$ cat config.mk
export PLATFORM = sky130hd
export DESIGN_NAME = mhbe_host_bus
export DESIGN_NICKNAME = d
export VERILOG_FILES = /design/src/mhbe_pkg.sv /design/src/mhbe_clkdiv.sv /design/src/mhbe_host_bus.sv
export SDC_FILE = /design/constraint.sdc
export NUM_CORES = 1
export LEC_CHECK = 0
export BUFFER_PORTS_ARGS = -buffer_cell sky130_fd_sc_hd__clkbuf_2
export CELL_PAD_IN_SITES_DETAIL_PLACEMENT = 0
export CELL_PAD_IN_SITES_GLOBAL_PLACEMENT = 2
export CORE_ASPECT_RATIO = 0.5
export CORE_UTILIZATION = 38
export DETAILED_ROUTE_END_ITERATION = 6
export PLACE_DENSITY = 0.83
export SYNTH_ARGS = -nofsm -noshare
export SYNTH_HDL_FRONTEND = slang
export SYNTH_SLANG_ARGS = --single-unit
$ cat constraint.sdc
create_clock -name core_clk -period 6.2 [get_ports core_clk]
set_input_delay 0.93 -clock core_clk [delete_from_list [all_inputs] [get_ports core_clk]]
set_output_delay 0.93 -clock core_clk [all_outputs]
set_load 0.005 [all_outputs]
$ cat src/mhbe_pkg.sv
`default_nettype none
package mhbe_pkg;
	// Command codes presented on the command port by the serial engine.
	typedef enum logic [2:0] {
		MHBE_CMD_READ,
		MHBE_CMD_WRITE,
		MHBE_CMD_SET_AUX,
		MHBE_CMD_GET_AUX,
		MHBE_CMD_WAIT_HIGH,
		MHBE_CMD_WAIT_LOW,
		MHBE_CMD_IRQ_READ
	} mhbe_cmd_t;
	// Bus clock divider: bus clock toggles every this many core cycles.
	localparam logic [3:0] MHBE_CLK_HALF = 4'h2;
	// Minimum strobe low time in bus clock phases before wait is honoured.
	localparam logic [3:0] MHBE_STROBE_PHASES = 4'h2;
	// Values after reset.
	localparam logic [7:0] MHBE_AUX_OUT_RST = 8'h00;
	localparam logic [7:0] MHBE_AUX_DIR_RST = 8'h00;
	// Bit positions of the auxiliary pins inside the high data byte.
	localparam int MHBE_AUX0_BIT = 0;
	localparam int MHBE_AUX1_BIT = 1;
endpackage
`default_nettype wire
$ cat src/mhbe_clkdiv.sv
`default_nettype none
// Divides the core clock into the bus clock and flags each phase boundary.
module mhbe_clkdiv (
	input wire logic core_clk,
	input wire logic reset,
	input wire logic clk_en,
	output logic bus_clk_q,
	output logic phase_tick
);
	import mhbe_pkg::*;
	logic [3:0] cnt_q;
	wire last_count = (cnt_q == MHBE_CLK_HALF - 4'h1);
	assign phase_tick = clk_en && last_count;
	// Divider runs whenever clk_en is high, so the peripheral sees a steady clock.
	always_ff @(posedge core_clk or posedge reset) begin
		if (reset) begin
			cnt_q <= 4'h0;
			bus_clk_q <= 1'b0;
		end else if (clk_en) begin
			cnt_q <= last_count ? 4'h0 : cnt_q + 4'h1;
			if (last_count) begin
				bus_clk_q <= ~bus_clk_q;
			end
		end
	end
endmodule
`default_nettype wire

$ cat src/mhbe_host_bus.sv
// Contract
// - Read strobe is low only while a read asks for data, else high.
// - Write data settles before the write strobe falls and outlasts it.
// - A low wait-ready input stretches the cycle while it stays low.
// - The bus clock pin carries the clock that times the bus cycles.
// - The aux pins form a high byte that commands set, clear or read.
// - A wait-for-level command stalls until aux pin one shows that level.
// - An interrupt read waits for aux pin one, then reads and returns data.
// - While waiting for a level, aux pin one is an input and is not driven.
// - Chip select is low through every read or write cycle, else high.
// - Each cycle opens with a latch pulse while the low address is out.
// - One 8-bit bus carries the low address and then data, both ways.
// - The upper address byte is driven on its own output byte.
`default_nettype none
module mhbe_host_bus (
	input wire logic core_clk,
	input wire logic reset,
	input wire logic clk_en,
	input wire logic cmd_valid,
	input wire mhbe_pkg::mhbe_cmd_t cmd_code,
	input wire logic [15:0] cmd_addr,
	input wire logic [7:0] cmd_data,
	output logic cmd_ready,
	output logic rsp_valid,
	output logic [7:0] rsp_data,
	input wire logic [7:0] addr_data_mux_in,
	output logic [7:0] addr_data_mux_out,
	output logic addr_data_mux_oe,
	output logic [7:0] addr_high,
	output logic chip_select_n,
	output logic addr_latch,
	output logic read_n,
	output logic write_n,
	input wire logic wait_ready_in,
	output logic bus_clock_out,
	input wire logic aux_pin_zero_in,
	output logic aux_pin_zero_out,
	output logic aux_pin_zero_oe,
	input wire logic aux_pin_one_wait_in,
	output logic aux_pin_one_wait_out,
	output logic aux_pin_one_wait_oe
);
	import mhbe_pkg::*;

	typedef enum logic [2:0] {
		S_IDLE, S_LATCH, S_ADDR_HOLD, S_STROBE, S_RECOVER, S_WAIT_LVL
	} mhbe_state_t;

	mhbe_state_t state_q;
	mhbe_cmd_t cmd_q;
	logic [15:0] addr_q;
	logic [7:0] wdata_q, aux_out_q, aux_dir_q;
	logic [3:0] ph_q;
	logic want_level_q;
	logic bus_clk_q, tick;

	// Shared bus clock also paces every cycle phase.
	mhbe_clkdiv u_clkdiv (
		.core_clk(core_clk),
		.reset(reset),
		.clk_en(clk_en),
		.bus_clk_q(bus_clk_q),
		.phase_tick(tick)
	);

	// Command decode and phase conditions.
	wire is_read = (cmd_q == MHBE_CMD_READ) || (cmd_q == MHBE_CMD_IRQ_READ);
	wire take = clk_en && cmd_ready && cmd_valid;
	wire level_seen = (aux_pin_one_wait_in == want_level_q);
	wire strobe_min = (ph_q >= MHBE_STROBE_PHASES - 4'h1);
	wire strobe_done = tick && strobe_min && wait_ready_in;
	wire [7:0] aux_in = {6'h00, aux_pin_one_wait_in, aux_pin_zero_in};
	wire [7:0] aux_set = cmd_data & cmd_addr[7:0];
	wire [7:0] aux_clr = ~cmd_data & cmd_addr[7:0];
	wire starts_cycle = (cmd_code == MHBE_CMD_READ) ||
		(cmd_code == MHBE_CMD_WRITE);
	wire starts_wait = (cmd_code == MHBE_CMD_WAIT_HIGH) ||
		(cmd_code == MHBE_CMD_WAIT_LOW) || (cmd_code == MHBE_CMD_IRQ_READ);

	// Sequencer: command accept, level wait, latch, strobe and recovery.
	always_ff @(posedge core_clk or posedge reset) begin
		if (reset) begin
			state_q <= S_IDLE;
			cmd_q <= MHBE_CMD_READ;
			addr_q <= 16'h0000;
			wdata_q <= 8'h00;
			ph_q <= 4'h0;
			want_level_q <= 1'b0;
			cmd_ready <= 1'b0;
			rsp_valid <= 1'b0;
			rsp_data <= 8'h00;
		end else if (clk_en) begin
			rsp_valid <= 1'b0;
			case (state_q)
			S_IDLE: begin
				cmd_ready <= 1'b1;
				if (take) begin
					cmd_q <= cmd_code;
					addr_q <= cmd_addr;
					wdata_q <= cmd_data;
					// Interrupt reads wait for the request line to go high.
					want_level_q <= (cmd_code == MHBE_CMD_WAIT_HIGH) ||
						(cmd_code == MHBE_CMD_IRQ_READ);
					if (starts_cycle) begin
						cmd_ready <= 1'b0;
						state_q <= S_LATCH;
					end else if (starts_wait) begin
						cmd_ready <= 1'b0;
						state_q <= S_WAIT_LVL;
					end else if (cmd_code == MHBE_CMD_GET_AUX) begin
						rsp_valid <= 1'b1;
						rsp_data <= aux_in;
					end
				end
			end
			S_WAIT_LVL: begin
				// Stall until the pin matches; interrupt reads then run a read.
				if (level_seen) begin
					if (cmd_q == MHBE_CMD_IRQ_READ) begin
						state_q <= S_LATCH;
					end else begin
						state_q <= S_IDLE;
					end
				end
			end
			S_LATCH: if (tick) state_q <= S_ADDR_HOLD;
			S_ADDR_HOLD: if (tick) begin
				ph_q <= 4'h0;
				state_q <= S_STROBE;
			end
			S_STROBE: begin
				if (tick && !strobe_min) ph_q <= ph_q + 4'h1;
				if (strobe_done) begin
					if (is_read) begin
						rsp_valid <= 1'b1;
						rsp_data <= addr_data_mux_in;
					end
					state_q <= S_RECOVER;
				end
			end
			S_RECOVER: if (tick) state_q <= S_IDLE;
			default: state_q <= S_IDLE;
			endcase
		end
	end

	// Auxiliary byte: a set/clear command writes masked bits and direction.
	always_ff @(posedge core_clk or posedge reset) begin
		if (reset) begin
			aux_out_q <= MHBE_AUX_OUT_RST;
			aux_dir_q <= MHBE_AUX_DIR_RST;
		end else if (clk_en && take && cmd_code == MHBE_CMD_SET_AUX) begin
			aux_out_q <= (aux_out_q | aux_set) & ~aux_clr;
			aux_dir_q <= cmd_addr[15:8];
		end
	end

	// Pin drivers, all registered so the pins never glitch.
	wire in_cycle = (state_q == S_LATCH) || (state_q == S_ADDR_HOLD) ||
		(state_q == S_STROBE);
	wire nxt_latch = (state_q == S_LATCH);
	wire nxt_strobe = (state_q == S_STROBE) && !strobe_done;
	// The address leaves the bus one cycle before the strobe falls, so
	// write data is already settled when the write strobe goes low.
	wire nxt_addr_ph = (state_q == S_LATCH) ||
		(state_q == S_ADDR_HOLD && !tick);
	wire write_cyc = in_cycle && !is_read;
	wire waiting = (state_q == S_WAIT_LVL);
	always_ff @(posedge core_clk or posedge reset) begin
		if (reset) begin
			addr_data_mux_out <= 8'h00;
			addr_data_mux_oe <= 1'b0;
			addr_high <= 8'h00;
			chip_select_n <= 1'b1;
			addr_latch <= 1'b0;
			read_n <= 1'b1;
			write_n <= 1'b1;
			bus_clock_out <= 1'b0;
			aux_pin_zero_out <= 1'b0;
			aux_pin_zero_oe <= 1'b0;
			aux_pin_one_wait_out <= 1'b0;
			aux_pin_one_wait_oe <= 1'b0;
		end else if (clk_en) begin
			bus_clock_out <= bus_clk_q;
			chip_select_n <= !in_cycle;
			addr_latch <= nxt_latch;
			addr_high <= addr_q[15:8];
			// Data held through recovery so it outlasts the write strobe.
			addr_data_mux_out <= nxt_addr_ph ? addr_q[7:0] : wdata_q;
			addr_data_mux_oe <= nxt_addr_ph || write_cyc ||
				(state_q == S_RECOVER && !is_read);
			read_n <= !(nxt_strobe && is_read);
			write_n <= !(nxt_strobe && !is_read);
			aux_pin_zero_out <= aux_out_q[MHBE_AUX0_BIT];
			aux_pin_zero_oe <= aux_dir_q[MHBE_AUX0_BIT];
			aux_pin_one_wait_out <= aux_out_q[MHBE_AUX1_BIT];
			aux_pin_one_wait_oe <= aux_dir_q[MHBE_AUX1_BIT] && !waiting &&
				!(take && starts_wait);
		end
	end

	a_read_strobe_idle: assert property (
		@(posedge core_clk) disable iff (reset)
		(!in_cycle && state_q != S_RECOVER) |=> read_n)
		else $error("read strobe low outside a read");
	a_write_data_setup: assert property (
		@(posedge core_clk) disable iff (reset)
		$fell(write_n) |-> addr_data_mux_oe && $stable(addr_data_mux_out))
		else $error("write data not set up before strobe");
	a_write_data_hold: assert property (
		@(posedge core_clk) disable iff (reset)
		$rose(write_n) |-> addr_data_mux_oe)
		else $error("write data not held after strobe");
	a_wait_extends: assert property (
		@(posedge core_clk) disable iff (reset)
		(state_q == S_STROBE && !wait_ready_in && clk_en) |=>
		state_q == S_STROBE)
		else $error("cycle ended while wait ready low");
	a_clock_output: assert property (
		@(posedge core_clk) disable iff (reset)
		clk_en |=> bus_clock_out == $past(bus_clk_q))
		else $error("bus clock pin not following bus clock");
	a_level_stall: assert property (
		@(posedge core_clk) disable iff (reset)
		(waiting && !level_seen && clk_en) |=> waiting && !cmd_ready)
		else $error("stall left before level seen");
	a_irq_then_read: assert property (
		@(posedge core_clk) disable iff (reset)
		(waiting && level_seen && clk_en && cmd_q == MHBE_CMD_IRQ_READ) |=>
		state_q == S_LATCH)
		else $error("interrupt read not started");
	a_aux_one_input: assert property (
		@(posedge core_clk) disable iff (reset)
		waiting |=> !aux_pin_one_wait_oe)
		else $error("aux pin one driven while waiting");
	a_select_strobe: assert property (
		@(posedge core_clk) disable iff (reset)
		(!read_n || !write_n || addr_latch) |-> !chip_select_n)
		else $error("strobe without chip select");
	a_latch_addr: assert property (
		@(posedge core_clk) disable iff (reset)
		addr_latch |-> addr_data_mux_oe && addr_data_mux_out == addr_q[7:0])
		else $error("latch pulse without low address");
endmodule
`default_nettype wire

After elaboration in Yosys (flattened, before gate mapping)
Cells that the tools add are included.
- word-level logic and storage cells: 140
- input port bits: 42
- register bits after elaboration: 86
- output and inout bits: 36
- reductions and logical operators: 47
- eq/ne operators: 26
- muxes and demuxes: 32
- bitwise gates (word level): 7
- add/subtract/negate cells: 2
- magnitude comparators: 1
- operators by type and width (cell ; number):
    8-bit 2-to-1 mux ; 7
    8-bit AND ; 3
    3-bit 2-to-1 mux ; 8
    2-bit inequality test, second input constant ; 11
    3-bit == test, second input constant ; 6
    3-bit case mux with 6 select lines ; 1
    1-bit logical AND ; 17
    8-bit NOT ; 2
    8-bit case mux with 2 select lines ; 1
    8-bit AND reduction ; 2
    3-bit by 2-bit == test with 1-bit output, second input constant ; 4
    4-bit 2-to-1 mux ; 3
    1-bit logical OR ; 10
    1-bit 2-to-1 mux ; 10
    1-bit zero test ; 9
    3-bit zero test ; 3
    4-bit by 1-bit adder with 4-bit output, second input constant ; 2
    8-bit OR ; 1
    4-bit case mux with 2 select lines ; 1
    3-bit by 1-bit == test with 1-bit output, second input constant ; 2
    4-bit by 1-bit == test with 1-bit output, second input constant ; 1
    4-bit by 1-bit >= comparator with 1-bit output, second input constant ; 1
    2-bit AND reduction ; 2
    4-bit AND reduction ; 1
    other kinds (6) ; 7

Longest topological paths before layout
Gate-level depths: netlist of the first run.
- depth in word-level cells: 8
- gate-level depth with buffers: 8
- mapped depth without buffers: 7

Modules after synthesis
Synthesis of the first run repeated with hierarchy kept, for this count alone.
- cells, all modules: 290
- area, all modules: 3567.2 um2
- modules (own cells, without submodules) (module ; instances ; cells each ; area an instance (um2) ; seq. area each (um2)):
    mhbe_host_bus ; 1 ; 273 ; 3347.0 ; 1880.6
    mhbe_clkdiv ; 1 ; 17 ; 220.2 ; 125.1

Least setup slack after synthesis of the first run
Ideal clock, no wire load.
- path type: in2reg
- from: input clk_en
- to: register rsp_data[1]
- path slack: 3.843 ns
- required time: 6.081 ns
- setup time: 0.119 ns
- buffers on the path: 3
- stages: 8
- data arrival time: 2.238 ns
- path through: buf_2 > and2_1 > buf_2 > nand4_1 > a221o_2 > buf_6 > nand2_1 > o21ai_2
- cells in the longest elaborated chain, start to end: 5
- elaborated cells between the ends (all ways): 8
- classes of those cells: eq/ne (2); reduce/logical (6)
- ends and longest elaborated chain (element ; RTL line ; text):
    start, declared ; mhbe_host_bus.sv:18 ; input wire logic clk_en,
    1-bit logical AND ; mhbe_clkdiv.sv:13 ; assign phase_tick = clk_en && last_count;
    1-bit logical AND (2 in a row) ; mhbe_host_bus.sv:71 ; wire strobe_done = tick && strobe_min && wait_ready_in;
    2-bit inequality test (no source line) ; n/a ;
    8-bit AND reduction (no source line) * ; n/a ;
    end signal, assigned ; mhbe_host_bus.sv:112 ; rsp_data <= aux_in;
    end signal, assigned ; mhbe_host_bus.sv:136 ; rsp_data <= addr_data_mux_in;
    end, declared ; mhbe_host_bus.sv:25 ; output logic [7:0] rsp_data,
Mark *: on every way between the ends. The rest lies on a longest branch, timed or not.
A chain may end at the register's enable or synchronous reset.

Worst setup path after layout of the first run
- from: input clk_en
- to: register addr_q[4]
- cells in the longest elaborated chain, start to end: 3
- ends and longest elaborated chain (element ; RTL line ; text):
    1-bit logical AND (2 in a row) ; mhbe_host_bus.sv:68 ; wire take = clk_en && cmd_ready && cmd_valid;
    3-bit AND reduction (no source line) * ; n/a ;
    end signal, assigned ; mhbe_host_bus.sv:99 ; addr_q <= cmd_addr;
    end, declared ; mhbe_host_bus.sv:51 ; logic [15:0] addr_q;
Marked as above.

==> metrics.md, run 1 <==
| Metric | Value |
|---|---|
| Status | completed |
| Level count of the clock H-tree | 3 |
| Diodes inserted | 0 |
| Total Power | 2.07 mW |
| Vias in the first global route | 2,320 |
| Syn Area/Cell | about 12 sq um |
| Die footprint | about 9500 sq um |
| Wire length per cell | approximately 15 microns |
| Crit path buffers/inverters | 1 |
| Cts repair resizes | 0 |
| DRC errors left | 0 |
| Placement Cell Area | around 3900 sq um |
| Worst Tran Pin Value | 1.28 ns |
| Synthesized Nets | 333 |
| Antenna violations before repair | 0 |
| Via density | 4.93 |
| Root buffer cell | clkbuf_16 |
| Initial drt markers | roughly 120 |
| DRT antenna net count | 0 |
| FF-to-FF setup slack | 3.65 ns |
| Port buffer count | a little under 80 |
| Complex-gate fraction of the synthesized area | ~8.9% |
| Hold Crit Class | reg2reg |
| Yosys cell types | 46 |
| CP max stage delay | 0.83 ns |
| Simple-Gate Fraction of Synth Area | 10.5% |
| GR Overflow Total | 0 |
| Synth Warn # | 0 |
| Worst skew pair latency | 0.34 ns |
| Setup violators final | 0 |
| Asr flop ratio synth | 100% |
| Synthesis-to-finish area growth | 22.1% |
| Final hold vios | 0 |
| Number of synthesized flops with an enable pin | 0 |
| Synth area leaders | dfrtp_1 56%, mux2_2 14%, mux2i_1 3.2% |
| Leak pwr | 1.98 nW |
| RSZ-0062 raised after global routing | no |
| Chip Width | ~140 microns |
| 1st-pass router iterations | 6 |
| Routed wl met2 | 3300 microns |
| Max-slew violations | 0 |
| Max VDD drop | 198 uV |
| Die height | 69.6 microns |
| Crit Path Max Fanout | 46 |
| CP Launch Type | input port |
| Finished Layout Cells | just under 500 |
| RD Place Congestion | around 0.73 |
| Top Layer Used | met4 |
| Fillers | roughly 830 |
| Post-Syn Instances | 288 |
| # clock sinks | 80 |
| Routed via count | 2,379 |
| Largest net degree at the start of global routing | 81 |
| Max Cap Violations | 0 |
| Core ar. | 8770 sq um |
| CTS tree | done |
| Post-CTS Hold Fix Bufs | 0 |
| Worst setup EP type | register |
| Routed wl met3 | 388 microns |
| Global Route Usage Sum | 16.4% |
| Required time of the critical path | 6.42 ns |
| Total CTS buffers | 9 |
| Synth Area in Adders | 1.08% |
| Detailed placement HPWL | slightly below 5000 microns |
| Worst Skew | about 0.0053 ns |
| Row cnt | 24 |
| Highest-delay cell along the critical path | nand2_1 |
| Worst Path Arrival | 3.50 ns |
| Nets@finish | 406 |
| Cell Chain, Critical Path | clkbuf_2 -> nor4b_1 -> nand2_1 -> mux2_2 |
| WL final | 7140 microns |
| Setup_tns | 0 ns |
| Largest family of logic cells by synthesized area | multiplexers |
| M1 WL | 3370 microns |
| Post-CTS Setup Bufs | 0 |
| Share of the synthesized area in the top cell type | 55.5% |
| Sequential cell area | 2010 sq um |
| Synth Register Bits | 80 |
| Initial core utilization | just under 40% |
| Worst slew margin | 14.4% |
| First-pass GRT wire length | 11,700 microns |
| CP delay by family, top | simple AND/OR/NAND/NOR gates |
| Cell area after layout | 4240 sq um |
| Power per cell area | 489 nW/um^2 |
| Seq/Total Area, Yosys | 57.8% |
| Worst setup path class | in2reg |
| Placed cells | 467 |
| Xor/xnor cell area share of the yosys netlist | 1.51% |
| Synthesized cell area | around 3500 sq um |
| Clock slew at the register clock pins of the worst setup and hold paths | around 0.06 ns |
| F_max | 0.305 GHz |
| Multiplexer share of the synthesized area | 17.5% |
| Final Util | 48.3% |
| Multi-input gate area | ~1400 sq um |
| Final worst path period share | 52.9% |
| CTS Buffer Depth | 2 |
| Final min period | about 3.3 ns |
| Ratio of cells with drive above 1 in the final layout | between 40 and 50% |
| Dominant synthesized flop cell | dfrtp_1 |
| Io pins | 78 |
| Cell taking the most area after synthesis | dfrtp_1 |
## layer usage
metal,up-vias,GRT usage (%)
met5,-,0
met4,0,5.13
met3,7,6.29
met2,62,24.7
met1,1148,21.7
li1,1162,-
## power by group
group | switching, mW | leakage, nW | internal [mW]
Sequential | 0.156 | 0.987 | 0.759
Combinational | 0.293 | 0.849 | 0.331
Clock | 0.219 | 0.146 | 0.315
Total | 0.668 | 1.98 | 1.40
## flip-flops by register name, summed over array words and instances, names as in the netlist, 4 cells and up, named ones only
register and cells:
addr_q 16, addr_data_mux_out 8, addr_high 8, rsp_data 8
wdata_q 8, ph_q 4, u_clkdiv.cnt_q 4
## cells in the final DEF, fill, tap and decap left out, types with 3 or more instances in the layout
cell type	Yosys	routed
nor2_1	22	22
clkbuf_16	0	9
a21oi_1	16	16
ha_1	3	3
dfrtp_1	77	77
mux2i_1	11	11
dfstp_2	3	3
mux2_2	44	44
inv_1	5	4
nand3b_1	4	4
nand2_1	25	25
xnor2_1	4	4
clkbuf_2	0	77
o21ai_0	8	8
nand2b_1	3	3
nor2b_1	3	3
nand3_1	6	6
o21ai_1	6	6
## final cells by class
type                       instances  area share [%]
clock buffer                       9            5.32
clock inverter                     7            1.83
timing repair buffer              78            9.27
inverter                           5           0.473
sequential                        80            47.3
multi-input combinational        187            32.3
tap                              117            3.46
## final timing paths
| check | from | to | cells past startpoint |
|---|---|---|---|
| worst max-delay path | clk_en | addr_q[4] | 4 |
| worst min-delay path | u_clkdiv.cnt_q[0] | u_clkdiv.cnt_q[0] | 1 |
| worst max register to register | state_q[0] | addr_q[4] | 3 |
| worst min register to register | u_clkdiv.cnt_q[0] | u_clkdiv.cnt_q[0] | 1 |
| max in group asynchronous | reset | rsp_data[0] | 3 |
| min in group asynchronous | reset | addr_high[0] | 3 |
## synthesized netlist by cell type (4+ instances only)
cell	n
o21ai_0	8
clkbuf_1	7
mux2i_1	11
buf_2	7
inv_1	5
nor2_1	22
o21ai_1	6
nand3_1	6
dfrtp_1	77
nand2_1	25
a21oi_1	16
xnor2_1	4
nand3b_1	4
mux2_2	44
## worst register-to-register path, delay by kind of cell (launching register included)
family           cells  cell delay, ns
flip-flops           1            0.55
multiplexers         1            0.59
AND/OR/NAND/NOR      2            1.29
## cells by family (layout without fill, tap and decap cells)
group | after synthesis | after routing
AOI/OAI and AO/OA | 48 | 48
xor gates and xnor gates | 6 | 6
adders and majority gates | 3 | 3
buffers and inverters | 21 | 99
DFF | 80 | 80
muxes | 55 | 55
and+or+nand+nor | 75 | 75
## metrics by stage
step	setup WS (ns)	hold slack, ns
floorplan	3.22	0.431
detailed placement	2.54	0.453
finish	2.92	0.461
CTS	2.90	0.464
global route	2.66	0.496
global placement	2.67	0.447
Power figures use the tool's default switching activity.
==> inputs of run 2 (changes only) <==
Settings changed: CORE_UTILIZATION 38 to 32, PLACE_DENSITY 0.83 to 0.74.
Clock period 6.2 ns to 2.98 ns, I/O delays scaled along.
==> run 2 against run 1 <==
First-iteration DRC count decreased by 9.9%. Critical path type is now reg2reg. Critical endpoint is now rsp_data[3]. Combinational power increased by 110%. Via count increased by 2.2%.
==> metrics.md, run 2 (synthesis results as in run 1) <==
| Metric | Value |
|---|---|
| 1st-pass router iterations | 4 (was 6) |
| Power per cell area | 991 nW/um^2 (was 489 nW/um^2) |
| Ratio of cells with drive above 1 in the final layout | 41.1% (was 40.2%) |
| GR Overflow Total | 0 (unchanged) |
| DRC errors left | 0 (unchanged) |
| M1 WL | 3630 microns (was 3370 microns) |
| Wire length per cell | 14.8 microns (about the same) |
| Hold Crit Class | in2async (was reg2reg) |
| Worst skew pair latency | 0.33 ns (was 0.34 ns) |
| Routed wl met3 | 318 microns (was 388 microns) |
| RSZ-0062 raised after global routing | no (unchanged) |
| CP Launch Type | register (was input port) |
| Highest-delay cell along the critical path | dfrtp_1 (was nand2_1) |
| Final hold vios | 0 (unchanged) |
| # clock sinks | 80 (unchanged) |
| Status | completed (unchanged) |
| Core ar. | 10,400 sq um (was 8770 sq um) |
| Routed via count | 2,432 (was 2,379) |
| Nets@finish | 412 (was 406) |
| Max VDD drop | 290 uV (was 198 uV) |
| Worst slew margin | 28.5% (was 14.4%) |
| Worst Path Arrival | 2.48 ns (was 3.50 ns) |
| WL final | 7570 microns (was 7140 microns) |
| Largest net degree at the start of global routing | 64 (was 81) |
| Most frequent cells in the layout | 77 x dfrtp_1, 77 x clkbuf_2, 44 x mux2_2 (unchanged) |
| CP delay by family, top | simple AND/OR/NAND/NOR gates (unchanged) |
| Leak pwr | 2.00 nW (was 1.98 nW) |
| Root buffer cell | clkbuf_16 (unchanged) |
| Worst Tran Pin Value | 1.07 ns (was 1.28 ns) |
| CTS tree | done (unchanged) |
| Finished Layout Cells | 512 (was 483) |
| Chip Width | 149 microns (was 137 microns) |
| Die footprint | 11,300 sq um (was 9540 sq um) |
| Worst setup EP type | register (unchanged) |
| Post-CTS Setup Bufs | 0 (unchanged) |
| Global Route Usage Sum | 14.6% (was 16.4%) |
| Required time of the critical path | 3.19 ns (was 6.42 ns) |
| Vias in the first global route | 2,454 (was 2,320) |
| Clock slew at the register clock pins of the worst setup and hold paths | 0.06 ns (about the same) |
| Worst setup path class | reg2reg (was in2reg) |
| Post-CTS Hold Fix Bufs | 0 (unchanged) |
| Crit path buffers/inverters | 1 (unchanged) |
| Setup_tns | 0 ns (unchanged) |
| Cell Chain, Critical Path | and3b_1 -> buf_4 -> or3b_1 -> a221o_2 -> nand2_1 -> o21ai_1 (was clkbuf_2 -> nor4b_1 -> nand2_1 -> mux2_2) |
| Top Layer Used | met4 (unchanged) |
| CP max stage delay | 0.64 ns (was 0.83 ns) |
| Crit Path Max Fanout | 17 (was 46) |
| Initial drt markers | 109 (was 121) |
| Diodes inserted | 0 (unchanged) |
| CTS Buffer Depth | 2 (unchanged) |
| First-pass GRT wire length | 12,400 microns (was 11,700 microns) |
| Row cnt | 26 (was 24) |
| Cts repair resizes | 0 (unchanged) |
| Final worst path period share | 76.4% |
| Worst Skew | 0.00580 ns (was 0.00526 ns) |
| F_max | ~0.44 GHz |
| Total CTS buffers | 9 (unchanged) |
| Max-slew violations | 0 (unchanged) |
| Routed wl met2 | 3590 microns (was 3300 microns) |
| Final setup margin | 0.702 ns (was 2.92 ns) |
| Antenna violations before repair | 0 (unchanged) |
| Place WS | 0.701 ns (was 2.54 ns) |
| Final min period | 2.28 ns |
| Max reg flops | 16 (unchanged) |
| Via density | 4.75 (was 4.93) |
| DRT antenna net count | 0 (unchanged) |
| Port buffer count | 77 (unchanged) |
| Synthesis-to-finish area growth | 23.6% (was 22.1%) |
| Initial core utilization | 33.4% (was 39.6%) |
| Placed cells | 496 (was 467) |
| Setup violators final | 0 (unchanged) |
| Die height | 75.6 microns (was 69.6 microns) |
| RD Place Congestion | 0.760 (was 0.729) |
| Level count of the clock H-tree | 3 (unchanged) |
| Detailed placement HPWL | 5500 microns (was 4940 microns) |
| FF-to-FF setup slack | 0.70 ns (was 3.65 ns) |
| Io pins | 78 (unchanged) |
| Max Cap Violations | 0 (unchanged) |
| Biggest register | addr_q (unchanged) |
==> run 2: changes by cell type in the layout (fill, tap and decap cells not counted) <==
cell        change
inv_6           -1
buf_4           +6
clkbuf_8        +1
bufinv_16       -1
clkinvlp_4      +1
clkinv_4        -1
clkinv_2        +1
==> run 2: path summary, 6_finish.rpt <==
path                                     start                 to  cells after the start
max                                 state_q[0]        rsp_data[3]                      6
max reg2reg                         state_q[0]        rsp_data[3]                      6
min                                      reset       addr_high[0]                      2
max in group asynchronous                reset        rsp_data[1]                      3
min reg2reg                  u_clkdiv.cnt_q[0]  u_clkdiv.cnt_q[0]                      1
min in group core_clk      addr_data_mux_in[4]        rsp_data[4]                      3
==> run 2: layout make-up <==
cell class                 instances  area (sq um)
clock buffer                      10           239
clock inverter                     6          42.5
fill                            1020          6090
inverter                           5          20.0
multi-input combinational        187          1370
sequential                        80          2010
tap                              140           175
timing repair buffer              84           438
==> run 2: power by group <==
| part | switching [mW] | total, mW | internal [mW] |
|---|---|---|---|
| Sequential | 0.327 | 1.91 | 1.58 |
| Combinational | 0.622 | 1.32 | 0.699 |
| Clock | 0.436 | 1.02 | 0.587 |
==> run 2: metal layers <==
| metal | global-route usage [%] | vias up |
|---|---|---|
| li1 | - | 1172 |
| met1 | 18.6 | 1204 |
| met2 | 24.3 | 52 |
| met3 | 4.67 | 4 |
| met4 | 4.42 | 0 |
| met5 | 0 | - |
==> run 2: worst reg2reg max path, delay by kind of cell (launching register included) <==
family / cells / cell delay [ns]
compound gates: 2 / 0.56
buf+inv: 1 / 0.20
flops: 1 / 0.64
simple gates: 3 / 0.76
==> run 2: per-stage QoR <==
stage               hold WS, ns  cell area, sq um  total power [mW]  utilization [%]
floorplan                 0.431              3470              2.76                -
global placement          0.447              4010              3.21             38.6
detailed placement        0.452              4010              3.27             38.6
CTS                       0.317              4290              4.32             41.3
global route              0.325              4290              4.58             41.3
finish                    0.304              4290              4.25             41.3
==> inputs of run 3 (changes only) <==
Settings changed: CORE_UTILIZATION 32 to 35, PLACE_DENSITY 0.74 to 0.77.
Clock period 2.98 ns to 2.2 ns, I/O delays scaled along.
==> run 3 against run 2 <==
Clock skew hardly changed. Final area is 2.7% higher. Global-route usage increased by 0.97 points. Largest cell class unchanged. Core utilization grew 4.8 points. Critical path type unchanged. Sequential share of layout area is 1.2 points lower. Maximum frequency increased by 16%. Critical endpoint is now state_q[0]. Clock-buffer cell count did not move. Non-clock buffer count increased by 7.
==> metrics.md, run 3 (synthesis results as in run 1) <==
| Metric | Value |
|---|---|
| Worst Tran Pin Value | 0.552 ns (was 1.07 ns) |
| CTS Buffer Depth | 2 (unchanged) |
| Post-CTS Hold Fix Bufs | 0 (unchanged) |
| Cell area after layout | 4410 sq um (was 4290 sq um) |
| Worst slew margin | 62.7% (was 28.5%) |
| First-pass GRT wire length | 12,300 microns (was 12,400 microns) |
| Placement Cell Area | 4050 sq um (was 4010 sq um) |
| Final setup margin | 0.230 ns (was 0.702 ns) |
| Hold Crit Class | in2async (unchanged) |
| RD Place Congestion | 0.835 (was 0.760) |
| Max-slew violations | 0 (unchanged) |
| Detailed placement HPWL | 5100 microns (was 5500 microns) |
| Nets@finish | 419 (was 412) |
| Wire length per cell | 14.3 microns (was 14.8 microns) |
| Final hold vios | 0 (unchanged) |
| Root buffer cell | clkbuf_16 (unchanged) |
| Finished Layout Cells | 514 (was 512) |
| Power per cell area | 1370 nW/um^2 (was 991 nW/um^2) |
| 1st-pass router iterations | 4 (unchanged) |
| Max VDD drop | 479 uV (was 290 uV) |
| Worst Path Arrival | 2.19 ns (was 2.48 ns) |
| Final worst path period share | 89.6% (was 76.4%) |
| RSZ-0062 raised after global routing | no (unchanged) |
| Level count of the clock H-tree | 3 (unchanged) |
| Routed via count | 2,450 (was 2,432) |
| Max reg flops | 16 (unchanged) |
| Port buffer count | 77 (unchanged) |
| Leak pwr | 2.07 nW (was 2.00 nW) |
| Worst setup EP type | register (unchanged) |
| Crit Path Max Fanout | 4 (was 17) |
| Antenna violations before repair | 0 (unchanged) |
| Max Cap Violations | 0 (unchanged) |
| Status | completed (unchanged) |
| Global Route Usage Sum | 15.6% (was 14.6%) |
| Setup violators final | 0 (unchanged) |
| Largest net degree at the start of global routing | 81 (was 64) |
| Row cnt | 25 (was 26) |
| GR Overflow Total | 0 (unchanged) |
| Most frequent cells in the layout | 77 x dfrtp_1, 77 x clkbuf_2, 44 x mux2_2 (unchanged) |
| Setup_tns | 0 ns (unchanged) |
| F_max | 0.508 GHz (was 0.439 GHz) |
| Worst setup path class | reg2reg (unchanged) |
| Multi-input gate area | 1370 sq um (about the same) |
| Synthesis-to-finish area growth | 27.0% (was 23.6%) |
| Placed cells | 495 (was 496) |
| Initial drt markers | 178 (was 109) |
| Place WS | 0.0379 ns (was 0.701 ns) |
| CP Launch Type | register (unchanged) |
| Total CTS buffers | 9 (unchanged) |
| Clock slew at the register clock pins of the worst setup and hold paths | 0.06 ns (about the same) |
| Vias in the first global route | 2,599 (was 2,454) |
| Die footprint | 10,300 sq um (was 11,300 sq um) |
| Required time of the critical path | 2.42 ns (was 3.19 ns) |
| Chip Width | 143 microns (was 149 microns) |
| Ratio of cells with drive above 1 in the final layout | 42.0% (was 41.1%) |
| Sequential cell area | 2010 sq um (unchanged) |
| Diodes inserted | 0 (unchanged) |
| Worst skew pair latency | 0.34 ns (was 0.33 ns) |
| Worst Skew | 0.00624 ns (was 0.00580 ns) |
| Biggest register | addr_q (unchanged) |
| Final Util | 46.2% (was 41.3%) |
| DRT antenna net count | 0 (unchanged) |
| Die height | 72.4 microns (was 75.6 microns) |
| Final min period | 1.97 ns (was 2.28 ns) |
| # clock sinks | 80 (unchanged) |
| Via density | 4.77 (was 4.75) |
| Fillers | 870 (was 1,020) |
| DRC errors left | 0 (unchanged) |
| Io pins | 78 (unchanged) |
| CTS tree | done (unchanged) |
| Core ar. | 9540 sq um (was 10,400 sq um) |
| Initial core utilization | 36.4% (was 33.4%) |
| WL final | 7350 microns (was 7570 microns) |
[run 3: cell count changes in the layout (fill, tap and decap cells not counted), moves of 2 or more]
cell,delta
buf_12,+2
buf_4,+5
bufinv_16,+2
clkinv_2,-2
[run 3: where the power goes]
part	leakage (nW)	internal, mW	switching, mW
registers	0.987	2.14	0.422
logic	0.921	1.02	0.868
clock network	0.157	1.00	0.596
[run 3: worst max-delay path, cell delays in order, from the launching register on]
cell     delay, ns
dfrtp_1       0.35
inv_1         0.08
ha_1          0.18
or4b_4        0.51
nand2_1       0.09
a221o_1       0.18
o21ba_2       0.18
a221o_1       0.29
[run 3: final cells by class]
| cell class | instances | share of cell area, % |
|---|---|---|
| Clock inverter | 6 | 2.07 |
| Inverter | 5 | 0.511 |
| Tap cell | 135 | 3.83 |
| Clock buffer | 10 | 5.20 |
| Sequential cell | 80 | 45.5 |
| Timing Repair Buffer | 91 | 11.7 |
| Multi-Input combinational cell | 187 | 31.2 |
[run 3: final timing paths]
path	start	to	slack (ns)	cells past startpoint
worst max-delay path	ph_q[1]	state_q[0]	0.23	7
worst min-delay path	reset	rsp_data[4]	0.06	3
worst max register to register	ph_q[1]	state_q[0]	0.23	7
worst min register to register	u_clkdiv.cnt_q[0]	u_clkdiv.cnt_q[0]	0.46	1
max in group asynchronous	reset	u_clkdiv.cnt_q[1]	1.74	3
min in group core_clk	addr_data_mux_in[5]	rsp_data[5]	0.20	3
[run 3: through the flow]
| stage | hold slack, ns | power [mW] |
|---|---|---|
| 2_1_floorplan | 0.431 | 3.74 |
| 3_3_place_gp | 0.447 | 4.38 |
| 3_5_place_dp | 0.452 | 4.46 |
| 4_1_cts | 0.112 | 6.09 |
| 5_1_grt | 0.131 | 6.51 |
| 6_report | 0.0648 | 6.05 |
[run 3: metal layers]
metal | vias up | part of all wire (%) | track usage, %
li1 | 1186 | - | -
met1 | 1196 | 48 | 19.3
met2 | 61 | 46 | 26.0
met3 | 7 | 4.5 | 4.82
met4 | 0 | 1.3 | 5.97
met5 | - | 0 | 0
[run 3: what timing repair did]
action	in CTS	in global routing
setup buffers	0	3
resized for setup	0	1
endpoints found under the setup margin	0	9
